===== config.mk =====
export PLATFORM = sky130hd
export DESIGN_NAME = adcpb_result_port
export DESIGN_NICKNAME = d
export VERILOG_FILES = /design/src/adcpb_pkg.sv /design/src/adcpb_stream_if.sv /design/src/adcpb_buffer.sv /design/src/adcpb_result_port.sv
export VERILOG_INCLUDE_DIRS = /design/src
export SDC_FILE = /design/constraint.sdc
export NUM_CORES = 1
export LEC_CHECK = 0
export ABC_AREA = 1
export BUFFER_PORTS_ARGS = -buffer_cell sky130_fd_sc_hd__buf_2
export CAP_MARGIN = 20
export CORE_MARGIN = 5
export CORE_UTILIZATION = 50
export CTS_BUF_LIST = sky130_fd_sc_hd__clkbuf_8 sky130_fd_sc_hd__clkbuf_16
export DETAILED_ROUTE_END_ITERATION = 8
export PLACE_DENSITY = 0.81
export SETUP_SLACK_MARGIN = 0.15
export SLEW_MARGIN = 20
export SYNTH_ARGS = -nofsm -noshare
export SYNTH_HDL_FRONTEND = slang
export SYNTH_SLANG_ARGS = --single-unit

===== constraint.sdc =====
create_clock -name i_sys_clk -period 4.3 [get_ports i_sys_clk]
set_clock_uncertainty 0.2 [all_clocks]
set_input_delay 0.43 -clock i_sys_clk [delete_from_list [all_inputs] [get_ports i_sys_clk]]
set_output_delay 0.43 -clock i_sys_clk [all_outputs]
set_load 0.02 [all_outputs]

===== src/adcpb_map.svh =====
`ifndef ADCPB_MAP_SVH
`define ADCPB_MAP_SVH

// ----------------------------------------------------------------------
// Register byte offsets
// ----------------------------------------------------------------------
`define ADCPB_OFS_CTRL        4'h0
`define ADCPB_OFS_STATUS      4'h4
`define ADCPB_OFS_LAST        4'h8

// ----------------------------------------------------------------------
// Field positions
// ----------------------------------------------------------------------
`define ADCPB_CTRL_ACCEPT     0
`define ADCPB_CTRL_RESTART    1
`define ADCPB_ST_PHASE        0
`define ADCPB_ST_SERIAL       1
`define ADCPB_ST_OS_LO        2
`define ADCPB_ST_UNDERFLOW    5
`define ADCPB_ST_AVAIL        6

// ----------------------------------------------------------------------
// Reset values and widths
// ----------------------------------------------------------------------
`define ADCPB_RESULT_W        18
`define ADCPB_BUS_W           16
`define ADCPB_BUF_DEPTH       2
`define ADCPB_RST_ACCEPT      1'b1
`define ADCPB_RST_WORD        18'h0_0000
`define ADCPB_RST_BUS         16'h0000

`endif


===== src/adcpb_pkg.sv =====
package adcpb_pkg;

  typedef logic [17:0] adcpb_word_t;

  typedef enum logic [0:0] {
    PH_UPPER,
    PH_LOWER
  } adcpb_phase_t;

  typedef struct packed {
    logic         cs_n_q;
    logic         rd_n_q;
    logic         strobe_q;
    adcpb_phase_t phase;
    adcpb_word_t  held;
    logic [15:0]  bus;
    logic [15:0]  bus_oe;
    adcpb_word_t  sh_a;
    adcpb_word_t  sh_b;
    logic         load_b;
    logic         underflow;
    logic         accept;
    logic         waitreq;
    logic [31:0]  rdata;
    logic [2:0]   os_sel;
    logic         iface_ser;
  } adcpb_state_t;

  typedef struct packed {
    adcpb_word_t [1:0] mem;
    logic [1:0]        count;
    logic              in_ready;
  } adcpb_buf_state_t;

endpackage


===== src/adcpb_stream_if.sv =====
interface adcpb_stream_if;
  import adcpb_pkg::*;
  adcpb_word_t data;
  logic        valid;
  logic        ready;
  modport src (output data, output valid, input ready);
  modport snk (input data, input valid, output ready);
endinterface


===== src/adcpb_buffer.sv =====
`include "adcpb_map.svh"

module adcpb_buffer
  import adcpb_pkg::*;
#(
  parameter int DEPTH = `ADCPB_BUF_DEPTH
) (
  input  wire logic   i_sys_clk,  // System clock
  input  wire logic   i_reset,    // Asynchronous reset, active high
  adcpb_stream_if.snk fill,       // Words arriving
  adcpb_stream_if.src drain       // Words leaving
);

  generate
    if (DEPTH != 2) begin : g_bad_depth
      $error("adcpb_buffer supports a depth of two only");
    end
  endgenerate

  adcpb_buf_state_t s;
  adcpb_buf_state_t next_s;
  logic             push;
  logic             pop;

  assign fill.ready  = s.in_ready;
  assign drain.valid = (s.count != 2'd0);
  assign drain.data  = s.mem[0];

  // ----------------------------------------------------------------------
  // Next state
  // ----------------------------------------------------------------------
  always_comb begin
    next_s = s;
    push   = fill.valid && s.in_ready;
    pop    = drain.valid && drain.ready;
    if (pop) begin
      next_s.mem[0] = s.mem[1];
    end
    if (push) begin
      // Slot the new word after whatever survives the pop
      if (s.count - 2'(pop) == 2'd0) begin
        next_s.mem[0] = fill.data;
      end else begin
        next_s.mem[1] = fill.data;
      end
    end
    next_s.count    = s.count + 2'(push) - 2'(pop);
    // Ready from a flop keeps the source free of a combinational path
    next_s.in_ready = (next_s.count != 2'd2);
  end

  always_ff @(posedge i_sys_clk or posedge i_reset) begin
    if (i_reset) begin
      s <= '{mem: '0, count: 2'd0, in_ready: 1'b1};
    end else begin
      s <= next_s;
    end
  end

endmodule // adcpb_buffer


===== src/adcpb_result_port.sv =====
// Overview of operation
// RQ1: Oversampling select read as three bits, input 2 most significant.
// RQ2: Parallel mode drives bus only while chip select and read both low; the registered enables here trail both edges by one clock.
// RQ3: Line 15 gives bit 17 first strobe, bit 1 second strobe.
// RQ4: Line 14 gives bit 16 first strobe, bit 0 second strobe.
// RQ5: Lines 13..9 give bits 15..11 first, zero second strobe.
// RQ6: Lines 6..0 give bits 8..2 first, zero second strobe.
// RQ7: Line 7 gives bit 9 in parallel, serial output A in serial.
// RQ8: Line 8 gives bit 10 in parallel, serial output B in serial.
// RQ9: In serial mode the system grounds the unused bus lines.
// RQ10: Results are carried as two's complement, sign in bit 17.
// RQ11: Two strobes per result: upper part first, low two bits second.
// RQ12: Interface select low picks parallel, high picks serial.
// RQ13: Lines 7 and 8 drive zero on the second strobe.
//
// The address map and the Avalon-MM interface to the registers are this design's own decisions.
`include "adcpb_map.svh"

module adcpb_result_port
  import adcpb_pkg::*;
#(
  parameter int RESULT_W = `ADCPB_RESULT_W,
  parameter int BUS_W    = `ADCPB_BUS_W
) (
  input  wire logic        i_sys_clk,            // System clock, 100 MHz
  input  wire logic        i_reset,              // Async reset, active high
  input  wire logic [3:0]  i_avs_address,        // Byte address
  input  wire logic        i_avs_read,           // Read request
  input  wire logic        i_avs_write,          // Write request
  input  wire logic [31:0] i_avs_writedata,      // Write data
  input  wire logic [3:0]  i_avs_byteenable,     // Byte lanes
  output logic      [31:0] o_avs_readdata,       // Read data
  output logic             o_avs_waitrequest,    // Stall, high = wait
  input  wire logic [17:0] i_result_data,        // Conversion result
  input  wire logic        i_result_valid,       // Result offered
  output logic             o_result_ready,       // Result accepted
  input  wire logic        i_cs_n,               // Chip select, low
  input  wire logic        i_rd_n,               // Read strobe / sclk
  input  wire logic        i_interface_select,   // 0 parallel, 1 serial
  input  wire logic [2:0]  i_oversample_ratio_sel, // Ratio select
  output logic      [15:0] o_result_bus,         // Bus line values
  output logic      [15:0] o_result_bus_oe       // Bus drive enables
);

  generate
    if (RESULT_W != 18 || BUS_W != 16) begin : g_bad_width
      $error("adcpb_result_port serves 18-bit results on 16 lines only");
    end
    // The package word type must be as wide as the result it carries
    if ($bits(adcpb_word_t) != RESULT_W) begin : g_bad_word
      $error("adcpb_result_port word type does not match RESULT_W");
    end
    // Registers are decoded by whole offset, so each needs its own
    if (`ADCPB_OFS_CTRL == `ADCPB_OFS_STATUS
        || `ADCPB_OFS_STATUS == `ADCPB_OFS_LAST
        || `ADCPB_OFS_CTRL == `ADCPB_OFS_LAST) begin : g_bad_map
      $error("adcpb_result_port needs three distinct register offsets");
    end
    // Status fields share one word and must not land on each other
    if (`ADCPB_ST_PHASE >= `ADCPB_ST_SERIAL
        || `ADCPB_ST_SERIAL >= `ADCPB_ST_OS_LO
        || `ADCPB_ST_OS_LO + 3 > `ADCPB_ST_UNDERFLOW
        || `ADCPB_ST_UNDERFLOW >= `ADCPB_ST_AVAIL) begin : g_bad_status
      $error("adcpb_result_port status fields overlap");
    end
    if (`ADCPB_CTRL_ACCEPT == `ADCPB_CTRL_RESTART) begin : g_bad_ctrl
      $error("adcpb_result_port control bits overlap");
    end
  endgenerate

  // ----------------------------------------------------------------------
  // Helpers
  // ----------------------------------------------------------------------
  // Upper strobe pattern: lines 15..0 carry result bits 17..2
  function automatic logic [15:0] upper_lines(input adcpb_word_t w);
    upper_lines = w[17:2]; // RQ3 RQ4 RQ5 RQ6 RQ7 RQ8
  endfunction

  // Lower strobe pattern: bits 1 and 0 on top, every other line low
  function automatic logic [15:0] lower_lines(input adcpb_word_t w);
    lower_lines = {w[1], w[0], 14'h0000}; // RQ3 RQ4 RQ5 RQ6 RQ13
  endfunction

  // Sign extension keeps a negative result negative when read as a word
  function automatic logic [31:0] sign_ext(input adcpb_word_t w);
    sign_ext = {{14{w[17]}}, w}; // RQ10
  endfunction

  // ----------------------------------------------------------------------
  // Buffer between the converter and the bus
  // ----------------------------------------------------------------------
  adcpb_stream_if in_if ();
  adcpb_stream_if out_if ();

  logic pop;

  assign in_if.data     = i_result_data;
  assign in_if.valid    = i_result_valid;
  assign o_result_ready = in_if.ready;
  assign out_if.ready   = pop;

  adcpb_buffer #(
    .DEPTH (`ADCPB_BUF_DEPTH)
  ) u_buffer (
    .i_sys_clk (i_sys_clk),
    .i_reset   (i_reset),
    .fill      (in_if.snk),
    .drain     (out_if.src)
  );

  // ----------------------------------------------------------------------
  // State
  // ----------------------------------------------------------------------
  adcpb_state_t s;
  adcpb_state_t next_s;

  logic        serial_mode;
  logic        strobe_now;
  logic        strobe_start;
  logic        cs_fall;
  logic        sclk_rise;
  logic        take;
  logic        bus_req;
  logic        bus_write;
  logic        restart;
  logic        clear_underflow;
  logic [31:0] status_word;

  assign o_result_bus      = s.bus;
  assign o_result_bus_oe   = s.bus_oe;
  assign o_avs_readdata    = s.rdata;
  assign o_avs_waitrequest = s.waitreq;

  always_comb begin
    next_s = s;
    pop    = 1'b0;

    // --------------------------------------------------------------------
    // Pin sampling and edge detection
    // --------------------------------------------------------------------
    // Pins are synchronous to the clock, so no synchroniser delays them;
    // edges are found against last cycle's copy kept in the state
    serial_mode     = i_interface_select; // RQ12
    strobe_now      = !serial_mode && !i_cs_n && !i_rd_n;
    strobe_start    = strobe_now && !s.strobe_q;
    cs_fall         = serial_mode && !i_cs_n && s.cs_n_q;
    sclk_rise       = serial_mode && !i_cs_n && i_rd_n && !s.rd_n_q;
    take            = out_if.valid && s.accept;
    next_s.cs_n_q   = i_cs_n;
    next_s.rd_n_q   = i_rd_n;
    next_s.strobe_q = strobe_now;
    next_s.os_sel   = {i_oversample_ratio_sel[2],
                       i_oversample_ratio_sel[1],
                       i_oversample_ratio_sel[0]}; // RQ1
    next_s.iface_ser = serial_mode;

    // --------------------------------------------------------------------
    // Register bus
    // --------------------------------------------------------------------
    bus_req         = (i_avs_read || i_avs_write) && s.waitreq;
    bus_write       = i_avs_write && !s.waitreq;
    restart         = 1'b0;
    clear_underflow = 1'b0;
    status_word     = 32'h0000_0000;
    status_word[`ADCPB_ST_PHASE]     = (s.phase == PH_LOWER);
    status_word[`ADCPB_ST_SERIAL]    = s.iface_ser;
    status_word[`ADCPB_ST_OS_LO +: 3] = s.os_sel;
    status_word[`ADCPB_ST_UNDERFLOW] = s.underflow;
    status_word[`ADCPB_ST_AVAIL]     = out_if.valid;

    // One wait cycle: data is loaded while waitrequest drops
    next_s.waitreq = !bus_req;
    if (bus_req && i_avs_read) begin
      case (i_avs_address)
        `ADCPB_OFS_CTRL: begin
          next_s.rdata = {31'h0000_0000, s.accept};
        end
        `ADCPB_OFS_STATUS: begin
          next_s.rdata = status_word;
        end
        `ADCPB_OFS_LAST: begin
          next_s.rdata = sign_ext(s.held); // RQ10
        end
        default: begin
          next_s.rdata = 32'h0000_0000;
        end
      endcase
    end
    if (bus_write && i_avs_byteenable[0]) begin
      case (i_avs_address)
        `ADCPB_OFS_CTRL: begin
          next_s.accept = i_avs_writedata[`ADCPB_CTRL_ACCEPT];
          restart       = i_avs_writedata[`ADCPB_CTRL_RESTART];
        end
        `ADCPB_OFS_STATUS: begin
          clear_underflow = i_avs_writedata[`ADCPB_ST_UNDERFLOW];
        end
        default: begin
          restart = 1'b0;
        end
      endcase
    end
    if (clear_underflow) begin
      next_s.underflow = 1'b0;
    end
    if (restart) begin
      next_s.phase = PH_UPPER;
    end

    // --------------------------------------------------------------------
    // Parallel read strobes
    // --------------------------------------------------------------------
    if (strobe_start) begin
      if (s.phase == PH_UPPER) begin
        // A missing word repeats the last one rather than stalling the host
        if (take) begin
          pop         = 1'b1;
          next_s.held = out_if.data; // RQ10
        end else begin
          next_s.underflow = 1'b1;
        end
        next_s.bus   = upper_lines(next_s.held); // RQ11
        next_s.phase = PH_LOWER;
      end else begin
        next_s.bus   = lower_lines(s.held); // RQ11
        next_s.phase = PH_UPPER;
      end
    end

    // --------------------------------------------------------------------
    // Serial outputs on lines 7 and 8
    // --------------------------------------------------------------------
    // A frame cut short by chip select keeps its shift registers; the next
    // falling chip select reloads both, so no stale bit leaks into it
    next_s.load_b = 1'b0;
    if (cs_fall) begin
      if (take) begin
        pop           = 1'b1;
        next_s.held   = out_if.data;
        next_s.sh_a   = out_if.data;
        next_s.load_b = 1'b1;
      end else begin
        next_s.sh_a      = s.held;
        next_s.sh_b      = `ADCPB_RST_WORD;
        next_s.underflow = 1'b1;
      end
    end else begin
      if (sclk_rise) begin
        next_s.sh_a = {s.sh_a[16:0], 1'b0};
        next_s.sh_b = {s.sh_b[16:0], 1'b0};
      end
      // The second word follows one cycle later; only one pop per cycle
      if (s.load_b) begin
        if (take) begin
          pop         = 1'b1;
          next_s.sh_b = out_if.data;
        end else begin
          next_s.sh_b = `ADCPB_RST_WORD;
        end
      end
    end

    // --------------------------------------------------------------------
    // Drive enables
    // --------------------------------------------------------------------
    if (serial_mode) begin
      // Other lines stay undriven: the board grounds them
      next_s.bus       = `ADCPB_RST_BUS; // RQ9
      next_s.bus[7]    = next_s.sh_a[17]; // RQ7
      next_s.bus[8]    = next_s.sh_b[17]; // RQ8
      next_s.bus_oe    = `ADCPB_RST_BUS;
      next_s.bus_oe[7] = !i_cs_n; // RQ7
      next_s.bus_oe[8] = !i_cs_n; // RQ8
    end else begin
      // Registered enables trail the strobe by a cycle at both ends; the
      // host allows for that before sampling and before reusing the lines
      next_s.bus_oe = {16{strobe_now}}; // RQ2
    end
  end

  // ----------------------------------------------------------------------
  // Register
  // ----------------------------------------------------------------------
  always_ff @(posedge i_sys_clk or posedge i_reset) begin
    if (i_reset) begin
      s <= '{cs_n_q:    1'b1,
             rd_n_q:    1'b1,
             strobe_q:  1'b0,
             phase:     PH_UPPER,
             held:      `ADCPB_RST_WORD,
             bus:       `ADCPB_RST_BUS,
             bus_oe:    `ADCPB_RST_BUS,
             sh_a:      `ADCPB_RST_WORD,
             sh_b:      `ADCPB_RST_WORD,
             load_b:    1'b0,
             underflow: 1'b0,
             accept:    `ADCPB_RST_ACCEPT,
             waitreq:   1'b1,
             rdata:     32'h0000_0000,
             os_sel:    3'h0,
             iface_ser: 1'b0};
    end else begin
      s <= next_s;
    end
  end

endmodule // adcpb_result_port


==> results.py <==
metrics = {
    "grt": {
        "grt_pass1_wl_um": 27600,
        "grt_overflow": 0,
        "grt_max_degree": 142,
        "antenna_found_initial": 0,
        "grt_pass1_vias": 5381,
        "track_usage_pct": 21.0,
    },
    "detailed_routing": {
        "vias": 5524,
        "drtIter0Drc": 487,
        "first_pass_iters": 5,
        "routedWlPerCell_um": 15.1,
        "ant_nets": 0,
        "vias_per_cell": 5.15,
        "drc": 0,
        "drt_wl_total_um": 16200,
    },
    "sta": {
        "drv_slew": 0,
        "fin_crit_sh_pct": 82.6,
        "setup_tns_ps": 0,
        "period_needed_ps": 3550,
        "worstMarginPinSlew_ps": 740,
        "rsz0062_at_grt": "no",
        "max_slew_margin_pct": 50.7,
        "setup_viol": 0,
        "max_clock_freq_ghz": 0.281,
        "hold_violations": 0,
    },
    "cts": {
        "cts_htree_levels": 4,
        "clock_path_buffers": 2,
        "cts_tree": "yes",
        "clk_pin_slew_worst_paths_ps": 60,
        "clk_latency_ps": 420,
        "clock-sinks": 141,
        "cts_buffers": 17,
        "root_buffer": "clkbuf_16",
    },
    "floorplanning": {
        "rows": 43,
        "die_area_sq_um": 16400,
        "dieHeight_um": 128,
        "ios": 135,
        "start_util_pct": 50.5,
        "die_w_um": 128,
        "coreArea_sq_um": 13800,
    },
    "run_status": {
        "status": "complete, no violations",
    },
    "layout": {
        "fillers": 1230,
        "syn2layout_area_growth_pct": 11.5,
        "layout-drive-gt1-share_pct": 18.9,
        "layout.cells.non_filler": 1072,
        "insertedDiodeCount": 0,
        "nets": 951,
    },
    "setup_path": {
        "reg2reg_from": "s[39]",
        "path_class": "input port to register",
        "startpoint_type": "input port",
        "crit_start": "i_cs_n",
        "cp-end-kind": "register",
        "cp.arrival_ps": 3650,
        "crit_required_ps": 4400,
        "worstPathMaxFanout": 19,
    },
    "placement": {
        "hpwl_um": 10700,
        "io_buffer_count": 102,
        "place_inst": 1034,
        "gp_congestion": 0.849,
    },
    "synthesis": {
        "syn_inst": 843,
        "synthSimpleGateAreaFrac_pct": 26.0,
        "syn_nets": 915,
        "ys.flop_type": "dfrtp_1",
        "synth.mux.area_fraction_pct": 0,
        "yosysTopAreaCellShare_pct": 48.9,
        "yosys_warnings": 0,
        "ys_seq_elements": 141,
        "synth-seq-area-share_pct": 50.8,
        "synth.most_common_cell": "nand2_1",
        "synth_commonest_cells": "nand2_1 (283), dfrtp_1 (136), nand3_1 (83)",
        "synth_edf_count": 0,
        "synthXorXnorAreaFrac_pct": 0.252,
        "synth_adder_area_share_pct": 0.539,
        "synth_top_cells_by_area": "dfrtp_1 (49%), nand2_1 (15%), buf_4 (7.8%)",
        "synth.largest_area_cell": "dfrtp_1",
        "synthArstFlopShare_pct": 100,
        "netlist_area_sq_um": 6960,
        "syn_avg_cell_area_sq_um": 8.25,
        "synth_compound_area_share_pct": 8.52,
        "yosysUniqueCellTypes": 38,
        "synth_top_family_by_area": "simple AND/OR/NAND/NOR gates",
    },
    "power_and_ir_drop": {
        "leakage_nw": 4.18,
        "powerDensity_nw_per_um2": 666,
        "vdd_drop_max_uv": 316,
    },
    "job": {
        "maxCapViolCount": 0,
    },
    "min_path": {
        "hold_path_class": "input port to async pin",
    },
}
power by group:
part           total [W]  internal [W]  switching (W)
clock network    0.00153      0.000964       0.000571
logic            0.00155      0.000494        0.00106
registers        0.00208       0.00181       0.000275
timing repair:
item | 4_1_cts | 5_1_grt
hold buffers | 6 | 0
buffers inserted | 0 | 0
resized for setup | 0 | 0
endpoints found under the hold margin | 6 | 0
per-layer routing:
| metal | global-route usage (%) | up-vias | wire length [um] | share of wire [%] |
|---|---|---|---|---|
| met5 | 0 | - | 0 | 0 |
| met4 | 6.68 | 0 | 204 | 1.3 |
| met3 | 4.92 | 18 | 1250 | 7.7 |
| met2 | 32.1 | 215 | 7440 | 46 |
| met1 | 29.7 | 2587 | 7330 | 45 |
| li1 | - | 2704 | - | - |
flip-flops by register name, indices dropped and copies added, names as in the netlist:
signal	flops
u_buffer.drain.data	18
u_buffer.s	20
u_buffer.fill.ready	1
o_avs_waitrequest	1
o_avs_readdata	18
o_result_bus_oe	2
o_result_bus	16
s	65
logic make-up after synthesis:
family / Yosys count
buffers and inverters: 173
XOR/XNOR: 2
flip-flops: 141
AO/OA/AOI/OAI: 105
AND/OR/NAND/NOR: 419
adder cells (fa/ha/maj): 3
layout by cell type (no fill, tap or decap), types with 7 or more instances in the layout:
cell,instances
clkbuf_16,17
o211ai_1,10
nand3_1,83
nand2_1,283
buf_2,102
a21oi_1,46
a22oi_1,9
dfrtp_1,136
nor2_1,27
inv_1,65
nor3_1,7
o21ai_0,32
critical path, cell delays in order:
cell and delay [ps]:
dlygate4sd3_1 530, buf_2 170, nor2_2 180, nand4_4 320, nand2_4 350, nand2_8 150
inv_1 110, ha_1 130, nand2_1 90, nor2_4 330, clkinv_1 520, nand3_1 240
nand2_1 70
final timing paths:
path                                                end  slack [ps]  depth (start not counted)
worst max-delay path            u_buffer.drain.data[14]         750                         13
worst min-delay path                     u_buffer.s[23]          20                          3
worst max register to register  u_buffer.drain.data[14]         920                         12
worst min register to register        o_avs_readdata[2]         280                          2
max in group asynchronous                         s[75]        3330                          3
min in group i_sys_clk                o_avs_waitrequest          20                          2
cell type report:
class / count / area [sq um] / share of cell area (%)
Sequential cell: 141 / 3530 / 45.5
Inverter: 76 / 293 / 3.77
Multi-Input combinational cell: 529 / 2450 / 31.6
Tap cell: 180 / 225 / 2.90
Clock buffer: 20 / 467 / 6.01
Timing Repair Buffer: 114 / 628 / 8.09
Clock inverter: 12 / 158 / 2.03
per-stage QoR:
step | power [W] | cell area [sq um] | utilization [%] | hold WS, ps | setup slack [ps]
2_1_floorplan | 0.00324 | 6960 | - | 234 | 1760
3_3_place_gp | 0.00352 | 7080 | 51.4 | 257 | 966
3_5_place_dp | 0.00359 | 7080 | 51.4 | 260 | 889
4_1_cts | 0.00516 | 7760 | 56.3 | 4.96 | 751
5_1_grt | 0.00551 | 7760 | 56.3 | 31.4 | 434
6_report | 0.00517 | 7760 | 56.3 | 23.6 | 746
No activity file was read; power rests on OpenSTA's default activity.
